--- src/design/cppm_consts.svh ---
// Constants for the charger power-path mode controller.
// Assumes inclusion by bare name from the design file.
`ifndef CPPM_CONSTS_SVH
`define CPPM_CONSTS_SVH
`define CPPM_ILIM_SUSPEND   2'h0
`define CPPM_ILIM_100MA     2'h1
`define CPPM_ILIM_500MA     2'h2
`define CPPM_ILIM_DEFAULT   2'h2
`define CPPM_SYNC_STAGES    2
`define CPPM_TEST_CYCLES    8'h10
`define CPPM_PRE_TIMER_DEF  24'h0F4240
`define CPPM_FAST_TIMER_DEF 24'hF42400
`endif

--- src/design/cppm_pkg.sv ---
// Types for the charger power-path mode controller.
// Assumes the constants header is on the include path.
package cppm_pkg;
   typedef enum logic [3:0] {
      CPPM_PDOWN   = 4'h0,
      CPPM_SLEEP   = 4'h1,
      CPPM_STANDBY = 4'h2,
      CPPM_POR_SET = 4'h3,
      CPPM_POR_SYS = 4'h4,
      CPPM_IDLE    = 4'h5,
      CPPM_BATTEST = 4'h6,
      CPPM_PRECHG  = 4'h7,
      CPPM_FASTCHG = 4'h8,
      CPPM_CV      = 4'h9,
      CPPM_DONE    = 4'hA
   } cppm_mode_e;

   // Analog comparator results, active high
   typedef struct packed {
      logic above_uvlo;
      logic above_bat_offset;
      logic overvoltage;
      logic set_pin_short;
      logic sys_above_sc;
      logic input_short_of_load;
      logic bat_above_short;
      logic bat_above_precharge_exit;
      logic bat_at_regulation;
      logic at_termination_current;
      logic loop_reduced;
      logic sum_over_input_limit;
   } cppm_comp_s;

   // Host control bits
   typedef struct packed {
      logic       system_switch_off;
      logic       charge_enable;
      logic [1:0] input_current_limit_select;
      logic [1:0] charge_scale;
      logic [1:0] precharge_select;
   } cppm_ctrl_s;
endpackage

--- src/design/cppm_mode_ctrl.sv ---
// Mode sequencer for a linear charger with power-path management.
// Assumes comparator inputs arrive asynchronously, host bits synchronous.
// Function
// - Below lockout stay powered down and ignore host commands.
// - Power-down: input switch off, battery switch on unless switch-off set.
// - Above lockout but below battery plus offset: sleep, ignore commands.
// - Above both thresholds: standby, power good set, commands accepted.
// - Suspend limit select or overvoltage forces standby.
// - Standby: input switch off, battery switch on unless switch-off set.
// - Overload monitor active in power-down, sleep and standby.
// - Enter power-on reset only with valid input and nonzero limit.
// - Power-on reset activates timers and charger blocks.
// - First check the set pin for a short; proceed only if clear.
// - Then turn on input switch with 100 mA limit to test load.
// - Load above short threshold: apply selected limit, enter idle.
// - Idle powers system from input and keeps monitoring.
// - Outside power-down, sleep and standby, battery switch on whenever input cannot carry the load.
// - Charge enable low with valid input returns to idle.
// - Load has priority; reduce charge current when input limit exceeded.
// - Programmed input limit defaults to 500 mA after reset.
// - Charging starts with a battery short test current.
// - Precharge, then fast charge, then hold regulation voltage.
// - Termination current reached releases status output.
// - Termination detection suppressed while a loop reduces charge rate.
// - Precharge level from select only, not scale, reduced under regulation.
// - Phase timer expiry sets the timer fault flag.
`timescale 1ns/10ps
`include "cppm_consts.svh"
module cppm_mode_ctrl #(
   parameter int          SYNC_STAGES = `CPPM_SYNC_STAGES,
   parameter logic [23:0] PRE_TIMER   = `CPPM_PRE_TIMER_DEF,
   parameter logic [23:0] FAST_TIMER  = `CPPM_FAST_TIMER_DEF
) (
   input  wire logic               clk_sys,
   input  wire logic               rst_b,
   input  wire cppm_pkg::cppm_comp_s comp_async,
   input  wire cppm_pkg::cppm_ctrl_s ctrl,
   input  wire logic               timer_fault_clear,
   output logic [3:0]              mode,
   output logic                    input_power_good,
   output logic                    commands_accepted,
   output logic                    input_switch,
   output logic                    battery_switch,
   output logic [1:0]              input_limit,
   output logic                    system_overload_monitor,
   output logic                    charger_active,
   output logic                    battery_test_current,
   output logic                    precharge_on,
   output logic                    fastcharge_on,
   output logic                    voltage_regulation,
   output logic                    charge_reduce,
   output logic [2:0]              precharge_level,
   output logic [1:0]              charge_scale_out,
   output logic                    charge_status_out,
   output logic                    charge_status_oe_b,
   output logic                    timer_fault
);
   import cppm_pkg::*;

   initial begin
      if (SYNC_STAGES < 2) begin
         $error("SYNC_STAGES must be at least 2");
      end
      if (PRE_TIMER == 24'h0 || FAST_TIMER == 24'h0) begin
         $error("Timers must be nonzero");
      end
   end

   localparam int CW = $bits(cppm_comp_s);

   // Plain shift chain; first stage read only by the next stage
   logic [CW-1:0] sync_q [SYNC_STAGES];
   cppm_comp_s    c;
   cppm_mode_e    mode_q;
   cppm_mode_e    mode_d;
   logic [23:0]   timer_q;
   logic [7:0]    test_q;
   logic          fault_set;

   always_ff @(posedge clk_sys or negedge rst_b) begin
      if (!rst_b) begin
         for (int i = 0; i < SYNC_STAGES; i++) begin
            sync_q[i] <= '0;
         end
      end else begin
         sync_q[0] <= comp_async;
         for (int i = 1; i < SYNC_STAGES; i++) begin
            sync_q[i] <= sync_q[i-1];
         end
      end
   end
   assign c = cppm_comp_s'(sync_q[SYNC_STAGES-1]);

   function automatic logic input_valid(cppm_comp_s cc, logic [1:0] sel);
      input_valid = cc.above_uvlo && cc.above_bat_offset && !cc.overvoltage
                    && sel != `CPPM_ILIM_SUSPEND;
   endfunction

   function automatic logic is_off_mode(cppm_mode_e m);
      is_off_mode = (m == CPPM_PDOWN) || (m == CPPM_SLEEP)
                    || (m == CPPM_STANDBY);
   endfunction

   // Host bits only steer the sequence while commands are accepted
   logic cmd_ok;
   assign cmd_ok = !(mode_q == CPPM_PDOWN || mode_q == CPPM_SLEEP);

   always_comb begin
      mode_d = mode_q;
      if (!c.above_uvlo) begin
         mode_d = CPPM_PDOWN;
      end else if (!c.above_bat_offset) begin
         mode_d = CPPM_SLEEP;
      end else if (c.overvoltage
                   || ctrl.input_current_limit_select == `CPPM_ILIM_SUSPEND)
      begin
         mode_d = CPPM_STANDBY;
      end else begin
         unique case (mode_q)
            CPPM_PDOWN, CPPM_SLEEP: begin
               mode_d = CPPM_STANDBY;
            end
            CPPM_STANDBY: begin
               if (input_valid(c, ctrl.input_current_limit_select)) begin
                  mode_d = CPPM_POR_SET;
               end
            end
            CPPM_POR_SET: begin
               if (!c.set_pin_short) begin
                  mode_d = CPPM_POR_SYS;
               end
            end
            CPPM_POR_SYS: begin
               if (c.sys_above_sc) begin
                  mode_d = CPPM_IDLE;
               end
            end
            CPPM_IDLE: begin
               if (ctrl.charge_enable) begin
                  mode_d = CPPM_BATTEST;
               end
            end
            CPPM_BATTEST: begin
               if (c.bat_above_short) begin
                  mode_d = CPPM_PRECHG;
               end
            end
            CPPM_PRECHG: begin
               if (c.bat_above_precharge_exit) begin
                  mode_d = CPPM_FASTCHG;
               end
            end
            CPPM_FASTCHG: begin
               if (c.bat_at_regulation) begin
                  mode_d = CPPM_CV;
               end
            end
            CPPM_CV: begin
               if (c.at_termination_current && !c.loop_reduced) begin
                  mode_d = CPPM_DONE;
               end
            end
            CPPM_DONE: begin
               mode_d = CPPM_DONE;
            end
            default: begin
               mode_d = CPPM_PDOWN;
            end
         endcase
         if (!ctrl.charge_enable && mode_q inside {CPPM_BATTEST, CPPM_PRECHG,
             CPPM_FASTCHG, CPPM_CV, CPPM_DONE}) begin
            mode_d = CPPM_IDLE;
         end
      end
   end

   always_ff @(posedge clk_sys or negedge rst_b) begin
      if (!rst_b) begin
         mode_q <= CPPM_PDOWN;
      end else begin
         mode_q <= mode_d;
      end
   end

   // Phase safety timer, restarted on each phase change
   always_ff @(posedge clk_sys or negedge rst_b) begin
      if (!rst_b) begin
         timer_q <= 24'h0;
      end else if (mode_d != mode_q) begin
         timer_q <= 24'h0;
      end else if ((mode_q == CPPM_PRECHG && timer_q != PRE_TIMER)
                || (mode_q inside {CPPM_FASTCHG, CPPM_CV}
                    && timer_q != FAST_TIMER)) begin
         timer_q <= timer_q + 24'h1;
      end
   end

   assign fault_set = (mode_q == CPPM_PRECHG && timer_q == PRE_TIMER)
                   || (mode_q inside {CPPM_FASTCHG, CPPM_CV}
                       && timer_q == FAST_TIMER);

   // Set wins over a simultaneous clear
   always_ff @(posedge clk_sys or negedge rst_b) begin
      if (!rst_b) begin
         timer_fault <= 1'b0;
      end else if (fault_set) begin
         timer_fault <= 1'b1;
      end else if (timer_fault_clear && cmd_ok) begin
         timer_fault <= 1'b0;
      end
   end

   // Battery short test strobe counter
   always_ff @(posedge clk_sys or negedge rst_b) begin
      if (!rst_b) begin
         test_q <= 8'h0;
      end else if (mode_q == CPPM_BATTEST && test_q != `CPPM_TEST_CYCLES) begin
         test_q <= test_q + 8'h1;
      end else if (mode_q != CPPM_BATTEST) begin
         test_q <= 8'h0;
      end
   end

   always_ff @(posedge clk_sys or negedge rst_b) begin
      if (!rst_b) begin
         mode                    <= 4'h0;
         input_power_good        <= 1'b0;
         commands_accepted       <= 1'b0;
         input_switch            <= 1'b0;
         battery_switch          <= 1'b1;
         input_limit             <= `CPPM_ILIM_DEFAULT;
         system_overload_monitor <= 1'b1;
         charger_active          <= 1'b0;
         charge_scale_out        <= 2'h0;
      end else begin
         mode              <= mode_d;
         input_power_good  <= !is_off_mode(mode_d)
                              || mode_d == CPPM_STANDBY;
         commands_accepted <= !(mode_d == CPPM_PDOWN
                                || mode_d == CPPM_SLEEP);
         input_switch      <= !is_off_mode(mode_d)
                              && mode_d != CPPM_POR_SET;
         if (is_off_mode(mode_d)) begin
            battery_switch <= !ctrl.system_switch_off;
         end else begin
            battery_switch <= c.input_short_of_load;
         end
         if (mode_d == CPPM_POR_SYS) begin
            input_limit <= `CPPM_ILIM_100MA;
         end else if (!is_off_mode(mode_d) && mode_d != CPPM_POR_SET) begin
            input_limit <= ctrl.input_current_limit_select;
         end
         system_overload_monitor <= is_off_mode(mode_d);
         charger_active    <= !is_off_mode(mode_d);
         charge_scale_out  <= ctrl.charge_scale;
      end
   end

   always_ff @(posedge clk_sys or negedge rst_b) begin
      if (!rst_b) begin
         battery_test_current <= 1'b0;
         precharge_on         <= 1'b0;
         fastcharge_on        <= 1'b0;
         voltage_regulation   <= 1'b0;
         charge_reduce        <= 1'b0;
         precharge_level      <= 3'h0;
         charge_status_out    <= 1'b0;
         charge_status_oe_b   <= 1'b1;
      end else begin
         battery_test_current <= mode_d == CPPM_BATTEST;
         precharge_on         <= mode_d == CPPM_PRECHG;
         fastcharge_on        <= mode_d inside {CPPM_FASTCHG, CPPM_CV};
         voltage_regulation   <= mode_d == CPPM_CV;
         charge_reduce        <= c.sum_over_input_limit;
         // One step lower while any regulation loop is active
         precharge_level      <= {1'b0, ctrl.precharge_select}
                                 + {2'b0, ~c.loop_reduced};
         charge_status_out    <= 1'b0;
         // Open drain: driven low while charging, released when done
         charge_status_oe_b   <= !(mode_d inside {CPPM_BATTEST, CPPM_PRECHG,
                                 CPPM_FASTCHG, CPPM_CV});
      end
   end

   pdown_switch_a: assert property (@(posedge clk_sys) disable iff (!rst_b)
      (mode == 4'h0) |-> (!input_switch && system_overload_monitor))
      else $error("Input switch on in power-down");
   sleep_cmd_a: assert property (@(posedge clk_sys) disable iff (!rst_b)
      (mode == 4'h1) |-> !commands_accepted)
      else $error("Commands accepted in sleep");
   standby_good_a: assert property (@(posedge clk_sys) disable iff (!rst_b)
      (mode == 4'h2) |-> (input_power_good && !input_switch))
      else $error("Standby outputs wrong");
   system_switch_off_bat_a: assert property (@(posedge clk_sys) disable iff (!rst_b)
      (mode inside {4'h0, 4'h1, 4'h2}) |-> battery_switch
      == !$past(ctrl.system_switch_off))
      else $error("Battery switch ignores switch-off");
   syscheck_lim_a: assert property (@(posedge clk_sys) disable iff (!rst_b)
      (mode == 4'h4) |-> (input_limit == 2'h1 && input_switch))
      else $error("Load test not at 100 mA");
   setpin_wait_a: assert property (@(posedge clk_sys) disable iff (!rst_b)
      (mode == 4'h3 && c.set_pin_short && c.above_uvlo
       && c.above_bat_offset && !c.overvoltage
       && ctrl.input_current_limit_select != 2'h0) |=> (mode == 4'h3))
      else $error("Left set-pin check with short");
   done_release_a: assert property (@(posedge clk_sys) disable iff (!rst_b)
      (mode == 4'hA) |-> charge_status_oe_b)
      else $error("Status not released when done");
   fault_sticky_a: assert property (@(posedge clk_sys) disable iff (!rst_b)
      fault_set |=> timer_fault)
      else $error("Timer fault not set");
endmodule

--- config.mk ---
export PLATFORM = sky130hd
export DESIGN_NAME = cppm_mode_ctrl
export DESIGN_NICKNAME = d
export VERILOG_FILES = /design/src/design/cppm_pkg.sv /design/src/design/cppm_mode_ctrl.sv
export VERILOG_INCLUDE_DIRS = /design/src /design/src/design
export SDC_FILE = /design/constraint.sdc
export NUM_CORES = 1
export LEC_CHECK = 0
export ABC_AREA = 0
export BUFFER_PORTS_ARGS = -buffer_cell sky130_fd_sc_hd__buf_2
export CAP_MARGIN = 20
export CORE_MARGIN = 2
export CORE_UTILIZATION = 61
export DETAILED_ROUTE_END_ITERATION = 8
export GPL_TIMING_DRIVEN = 0
export PLACE_DENSITY = 0.84
export SYNTH_ARGS = -nofsm -noshare
export SYNTH_HDL_FRONTEND = slang
export SYNTH_SLANG_ARGS = --single-unit
--- constraint.sdc ---
create_clock -name clk_sys -period 5.3 [get_ports clk_sys]
set_input_delay 0 -clock clk_sys [delete_from_list [all_inputs] [get_ports clk_sys]]
set_output_delay 0 -clock clk_sys [all_outputs]
set_load 0.05 [all_outputs]
# After elaboration in Yosys (flattened, before gate mapping)
# Cells that the tools add are included.
# word_totals
reg_bits	72
inputBits	23
output_inout_bits	25
wordCells	104
# op_classes
add_sub_neg	2
eq_ne	23
mux	20
bitwise	1
n_reduce_logical	38
# op_table
cell	n
$mux W24	2
$mux W4	12
$pmux W4 S10	1
$eq A4 B3 Y1 const B	7
$add A24 B1 Y24 const B	1
$eq A24 B20 Y1 const B	1
$eq A24 B24 Y1 const B	1
$ne A24 B20 Y1 const B	1
$ne A24 B24 Y1 const B	1
$eq A4 B4 Y1 const B	5
$eq A4 B2 Y1 const B	3
$reduce_bool A2 Y1	6
$logic_and A1 B1 Y1	11
$eq A4 B1 Y1 const B	2
$logic_not A1 Y1	8
$logic_not A4 Y1	2
$logic_or A1 B1 Y1	7
$reduce_bool A5 Y1	1
$mux W2	2
$ne A4 B2 Y1 const B	1
$ne A4 B4 Y1	1
$reduce_bool A4 Y1	1
$add A2 B1 Y3	1
$mux W1	3
other kinds (3)	3

# Longest topological paths before layout
# Gate-level depths: netlist of the first run.
# depth
ltp_word	16
mapped_depth	9
depth_no_buf	7

# Worst setup path before layout of the first run
# Ideal clock, no wire load.
# synth_path
path_type	flip-flop to flip-flop
from	register, netlist name mode[1]
to	register timer_q[4]
setup_ns	0.119
t_arrival_ns	2.113
required_ns	5.181
setup_slack_ns	3.068
path_stages_with_launch	9
n_path_buf	2
synth_period_minus_slack_ns	2.232
cell_sequence	dfrtp_1 -> buf_4 -> nor2b_1 -> o21a_1 -> or4_1 -> o211a_1 -> nand4_2 -> buf_4 -> nor2_1
# synth_rtl
element	line_no	rtl
end signal: assignment	cppm_mode_ctrl.sv:194	timer_q <= timer_q + 24'h1;
end: declaration	cppm_mode_ctrl.sv:76	logic [23:0] timer_q;

==> key figures, run 1 <==
STA
  • Setup ws final: approximately 3000 ps
  • Final Critical Period: 2220 ps
  • Pins over their slew limit: 0
  • Least-Margin Pin Slew: ~850 ps
  • Setup TNS: 0 ps
  • Period utilisation layout: 0.420
  • Hold Slack: between 50 and 60 ps
  • Layout Skew: approximately 12 ps
  • RSZ-0062 raised after global routing: no
  • Setup violations, final: 0
  • Final hold vios: 0
  • Fmax: 0.449 GHz
  • Worst rel slew slack: 0.430

Placed design
  • Pre-CTS setup slack: 3100 ps
  • Dpl cells: ~420
  • Gp weighted congestion: 0.896
  • Placed cell area: 0.00358 mm^2
  • Final HPWL DP: 4.32 mm
  • Port bufs: 46

Detailed routing
  • Residual DRC: 0
  • Pre-antenna DRT Iters: 4
  • Via density: 5.47
  • Drt total wl: 6.54 mm
  • Detailed-route via count: 2,483
  • ANT nets after route: 0
  • Drt wl/cell: between 10 and 15 um
  • Iter 0 DRT Violations: 194

Worst setup path
  • Worst EP required: 5530 ps
  • CP endpoint kind: flop
  • Critical path class: flop to flop
  • Crit path largest cell delay: 490 ps
  • Slowest cell on the critical path: or4_1
  • CP dominant cell by count: buf_4
  • CP startpoint kind: flop
  • Worst Path Arrival: 2460 ps
  • CP cell instances: buf_4, nor2b_1, o21a_1, or4_1, o211a_1, nand4_2, buf_4, nor2_1
  • Worst-path fanout max: 10

Final layout
  • # diodes: 0
  • Area Growth Syn to Fin: 22.9%
  • Fin nets: 406
  • Share of cells above drive strength 1: 0.250
  • Final Non-Filler Cells: 454
  • Leading cell types in the layout, fill and taps excluded: 68 x dfrtp_1, 51 x buf_2, 36 x nor2_1
  • Final instance area: 0.00401 mm^2
  • Most common cell after layout, fill and taps aside: dfrtp_1
  • Final core utilization: 0.780

Yosys
  • Register bit total from synthesis: 72
  • Ys flop type: dfrtp_1
  • Yosys warns: 0
  • Cell count after synthesis: about 300
  • Cell area after synthesis: around 0.0033 mm^2
  • Synth Area per Inst: approximately 11 um^2
  • Yosys cell types: 63
  • Post-Synthesis Net Count: 328
  • Sequential fraction of the synthesis area: 0.554
  • EDFF count, synth: 0
  • Asr flop ratio synth: 1.00

Clock tree
  • Root Buffer: clkbuf_8
  • Num CTS Buffers: 9
  • Clock latency on the worst-skew pair: 350 ps
  • Reg clk slew, reported paths: 70 ps
  • H-tree Lvls: 3
  • CTS tree: yes
  • CTS Buffer Depth: 2
  • Cts repair resizes: 0
  • Clock sinks: 72

Worst hold path
  • Worst Hold Class: input port to flop

Global route
  • Initial antenna violation count: 0
  • Pin count of the biggest net entering global routing: 73
  • Gr ovfl total: 0
  • First-pass GRT wire length: 11.0 mm
  • Vias in the first global route: 2,372
  • GRT Total Usage: 0.238

Floorplan
  • Core Rows: 26
  • Die Y: 77.1 um
  • Total core area: 0.00514 mm^2
  • Die Width: 77.1 um
  • Initial Util: 0.634
  • I/O pin cnt: 48
  • Die area: 0.00595 mm^2

Power and ir drop
  • Total power: 1.14 mW
  • Max IR drop VDD: 235 uV
  • PD cells: 284 mW/mm^2
  • Leakage: 1.81 nW

Run
  • Max_cap viols: 0

Outcome
  • Run status: completed
[area by class of cell]
| cell class | count | area [um^2] |
|---|---|---|
| Buffer | 11 | 63.8 |
| Clock buffer | 14 | 183 |
| Clock inverter | 2 | 35.0 |
| Fill cell | 361 | 1130 |
| Inverter | 15 | 56.3 |
| Multi-Input combinational cell | 203 | 1330 |
| Sequential cell | 72 | 1810 |
| Tap cell | 70 | 87.6 |
| Timing Repair Buffer | 67 | 443 |
[sequential cells by signal, indices dropped and copies added, names as in the netlist]
| signal | count |
|---|---|
| input_switch | 1 |
| precharge_level | 3 |
| fastcharge_on | 1 |
| mode | 4 |
| charge_scale_out | 2 |
| sync_q | 12 |
| precharge_on | 1 |
| timer_q | 24 |
| charge_status_oe_b | 1 |
| battery_test_current | 1 |
| input_power_good | 1 |
| input_limit | 2 |
| charge_reduce | 1 |
| commands_accepted | 1 |
| c | 12 |
| charger_active | 1 |
| battery_switch | 1 |
| timer_fault | 1 |
| system_overload_monitor | 1 |
| voltage_regulation | 1 |
[per-layer routing]
metal  GRT usage  up-vias  share of wire
met4       0.118        0          0.016
met3      0.0482       11          0.065
li1            -     1197              -
met2       0.357       81           0.47
met1       0.335     1194           0.45
met5           0        -              0
[synth_stat cells (3+ instances only)]
cell / instances / share of area
dfrtp_1: 68 / 0.52
buf_4: 4 / 0.0092
nor3_1: 7 / 0.011
or4_1: 3 / 0.0069
nand3_1: 16 / 0.025
or2_2: 5 / 0.0096
mux2i_1: 4 / 0.012
nand2b_1: 8 / 0.015
nand2_1: 14 / 0.016
o21ai_0: 4 / 0.0061
nor4_1: 3 / 0.0058
nand4b_1: 4 / 0.011
a211oi_1: 5 / 0.012
ha_1: 4 / 0.015
dfstp_2: 4 / 0.032
xor2_1: 8 / 0.021
xnor2_1: 14 / 0.038
nor2_1: 36 / 0.041
a21oi_1: 6 / 0.0092
or3_1: 4 / 0.0077
nand4_1: 5 / 0.0096
and2_1: 3 / 0.0058
inv_1: 15 / 0.017
buf_2: 6 / 0.0092
nor2b_1: 4 / 0.0077
[cell families after synthesis]
logic type | Yosys count | share of synthesized area
flip-flops | 72 | 0.554
multiplexers | 4 | 0.0123
other | 1 | 0.00115
buffers and inverters | 26 | 0.0368
AO/OA/AOI/OAI | 40 | 0.0956
AND/OR/NAND/NOR | 132 | 0.226
adder cells (fa/ha/maj) | 4 | 0.0153
XOR/XNOR | 22 | 0.0591
[worst paths after layout]
| path | slack (ps) | depth (start not counted) | start | end |
|---|---|---|---|---|
| max | 3080 | 8 | mode[1]$_DFF_PN0_ | timer_q[3]$_DFFE_PN0P_ |
| min | 50 | 3 | ctrl[6] | mode[3]$_DFF_PN0_ |
| max reg2reg | 3080 | 8 | mode[1]$_DFF_PN0_ | timer_q[3]$_DFFE_PN0P_ |
| min reg2reg | 350 | 0 | sync_q[18]$_DFF_PN0_ | c[6]$_DFF_PN0_ |
| max in group asynchronous | 4440 | 2 | rst_b | charge_reduce$_DFF_PN0_ |
| min in group asynchronous | 320 | 2 | rst_b | c[6]$_DFF_PN0_ |
[power breakdown]
part	switching (mW)	internal, mW	total (mW)
clock	0.190	0.268	0.458
sequential	0.00647	0.566	0.572
combinational	0.0698	0.0372	0.107
[repair_timing]
action	in CTS	in global routing
setup buffers	0	0
hold endpoints to repair	89	0
hold buffers	21	0
[critical path: cells and delay by family (launching register included)]
kind / cells / cell delay [ps]
buffers and inverters: 2 / 400
AOI/OAI and AO/OA: 2 / 450
DFF: 1 / 390
and+or+nand+nor: 4 / 870
(Power assumes the default switching activity.)
==> run 2, diff against run 1 <==
ABC_AREA = 1   (was 0)
CORE_UTILIZATION = 52   (was 61)
PLACE_DENSITY = 0.76   (was 0.84)
clock period = 1.8 ns   (was 5.3 ns; I/O delays follow)
==> run 2 against run 1 <==
The run now ends with negative setup slack left. Area after synthesis up 7.3%. Register-to-register slack got worse by 3300 ps. Synthesized cell count grew 32%. Maximum frequency is 9.2% higher. Die area up 24%. Clock power rose to 2.9 times the previous value. Core utilization is 3.8 points lower. Sequential power rose to 3.0 times the previous value. Global-route usage shrank 0.64 points. Setup slack lost 3300 ps. Clock skew about the same. Worst hold slack worse by 47 ps. Critical path type unchanged. Largest power group unchanged.
==> key figures, run 2 <==
STA
  • Hold Slack: 6.49 ps
  • Pins over their slew limit: 0
  • RSZ-0062 raised after global routing: yes
  • Layout Skew: ~12 ps
  • Final hold vios: 0
  • Setup TNS: -5520 ps
  • Worst rel slew slack: 0.425
  • Final Critical Period: 2040 ps
  • Fmax: 0.491 GHz
  • Setup violations, final: 30
  • Period utilisation layout: 1.13
  • Least-Margin Pin Slew: 863 ps
  • Setup ws final: -238 ps

Detailed routing
  • Drt wl/cell: 14.4 um
  • Detailed-route via count: 2,996
  • Pre-antenna DRT Iters: 5
  • Residual DRC: 0
  • Drt total wl: around 8.4 mm
  • Via density: 5.13
  • ANT nets after route: 0
  • Iter 0 DRT Violations: 160

Final layout
  • # diodes: 0
  • Share of cells above drive strength 1: 0.385
  • Biggest register: timer_q
  • Area Growth Syn to Fin: 36.2%
  • Flip-flop and latch area: 0.00182 mm^2
  • Final instance area: between 0.004 and 0.005 mm^2
  • Multi-input logic area: 0.00172 mm^2
  • Max FFs per register: 24
  • Fin nets: 529
  • Most common cell after layout, fill and taps aside: nand2_1
  • Leading cell types in the layout, fill and taps excluded: 82 x nand2_1, 61 x dfrtp_1, 45 x buf_2
  • # fillers: between 400 and 500

Power and ir drop
  • PD cells: approximately 700 mW/mm^2
  • Max IR drop VDD: 787 uV
  • Leakage: 2.22 nW
  • Total power: between 3 and 4 mW

Floorplan
  • Die Y: roughly 86 um
  • Core Rows: 29
  • I/O pin cnt: between 40 and 50
  • Die Width: around 86 um
  • Die area: 0.00740 mm^2
  • Initial Util: 0.545
  • Total core area: 0.00642 mm^2

Yosys
  • Synth area leader: dfrtp_1
  • EDFF count, synth: 0
  • Synth Area per Inst: 8.81 um^2
  • Sequential fraction of the synthesis area: 0.516
  • Register bit total from synthesis: 72
  • Asr flop ratio synth: 1.00
  • Ys flop type: dfrtp_1
  • Post-Synthesis Net Count: around 420
  • Share of the synthesized area in the top cell type: 0.486
  • Commonest cells post-synth: 99 x nand2_1, 68 x dfrtp_1, 53 x nor2_1
  • Yosys cell types: 30
  • Cell area after synthesis: 0.00350 mm^2
  • Yosys warns: 0
  • Cell count after synthesis: around 400
  • Most frequent cell after synthesis: nand2_1
  • Synth area leaders: dfrtp_1 49%, nand2_1 11%, nor2_4 7.1%, nor2_1 5.7%, inv_1 4.7%

Run
  • Max_cap viols: 0

Worst setup path
  • Worst Setup SP: mode[1]$_DFF_PN0_
  • Worst EP required: around 2100 ps
  • Reg-to-reg endpoint: timer_q[7]$_DFFE_PN0P_
  • CP startpoint kind: flop
  • CP endpoint kind: flop
  • Worst Path Arrival: 2330 ps
  • Setup crit end: timer_q[7]$_DFFE_PN0P_
  • Worst-path fanout max: 7
  • R2R Path Start: mode[1]$_DFF_PN0_
  • R2r worst-path depth: 13
  • Critical path class: flop to flop
  • Reg-to-reg setup timing slack: -240 ps

Placed design
  • Final HPWL DP: 4.93 mm
  • Port bufs: 46
  • Gp weighted congestion: 0.897
  • Placed cell area: 0.00386 mm^2

Clock tree
  • Clock latency on the worst-skew pair: 350 ps
  • H-tree Lvls: 3
  • Num CTS Buffers: 9
  • CTS tree: yes
  • CTS Buffer Depth: 2
  • Clock sinks: 72
  • Root Buffer: clkbuf_8
  • Reg clk slew, reported paths: 90 ps

Worst hold path
  • Worst Hold Class: input port to flop
  • Hold Path Origin: timer_fault_clear

Global route
  • Vias in the first global route: 2,911
  • First-pass GRT wire length: 13.5 mm
  • Initial antenna violation count: 0
  • Pin count of the biggest net entering global routing: 73
  • Gr ovfl total: 0
  • GRT Total Usage: 0.232

Outcome
  • Failing checks: negative setup slack
  • Run status: finished, violations left
run 2: worst max-delay path: stages, from the launching register on:
cell and delay, ps:
dfrtp_2 510, buf_6 170, nand3_1 110, o21ai_0 130, nor2_1 160, nand2_1 70, nand2_1 80, nand2_2 80
nand3_2 80, nand2_2 60, nor2_4 160, nand2_8 110, clkbuf_16 180, nor2_4 70
run 2: stage by stage:
| stage | cells | util | setup slack, ps |
|---|---|---|---|
| after global routing | 584 | 0.742 | -356 |
| after detailed placement | 520 | 0.602 | -380 |
| after floorplan | 397 | - | -93.9 |
| after CTS | 569 | 0.693 | -162 |
| final | 584 | 0.742 | -238 |
| after global placement | 520 | 0.601 | -348 |
run 2: routing by layer:
metal / track usage / wire length, um / vias up
met5: 0 / 0 / -
met4: 0.0736 / 203 / 0
met3: 0.0472 / 439 / 25
met2: 0.380 / 4170 / 97
met1: 0.311 / 3580 / 1431
li1: - / - / 1443
run 2: cells by family after synthesis:
logic type,count (synthesis),share of synthesized area
compound gates,18,0.0290
xor+xnor,15,0.0376
fa+ha+maj,4,0.0143
buf+inv,53,0.0697
flops,72,0.516
other cells,1,0.00107
simple gates,234,0.332
run 2: repair_timing:
action,in CTS,in global routing
hold buffers,20,0
endpoints found under the hold margin,88,0
endpoints found under the setup margin,25,34
pin swaps,9,25
setup buffers,13,16
resized for setup,22,62
gates cloned,1,1
run 2: worst min-delay path by stage:
stage                                           endpoint  depth (start not counted)
final                            timer_fault$_DFFE_PN0P_                          4
after global routing             timer_fault$_DFFE_PN0P_                          4
after CTS                        timer_fault$_DFFE_PN0P_                          4
after detailed placement            sync_q[12]$_DFF_PN0_                          1
after global placement              sync_q[20]$_DFF_PN0_                          1
after floorplan           battery_test_current$_DFF_PN0_                          0
run 2: final cells by class:
class | instances | area share
clock buffers | 9 | 0.0260
multi-input cells | 272 | 0.360
plain buffers | 3 | 0.00814
repair buffers | 96 | 0.149
clock inverters | 7 | 0.0163
well taps | 77 | 0.0202
flip-flops and latches | 72 | 0.381
inverters | 48 | 0.0394
run 2: power by group:
group          internal, mW  switching (mW)
logic                 0.151           0.264
registers              1.67          0.0259
clock network         0.655           0.668
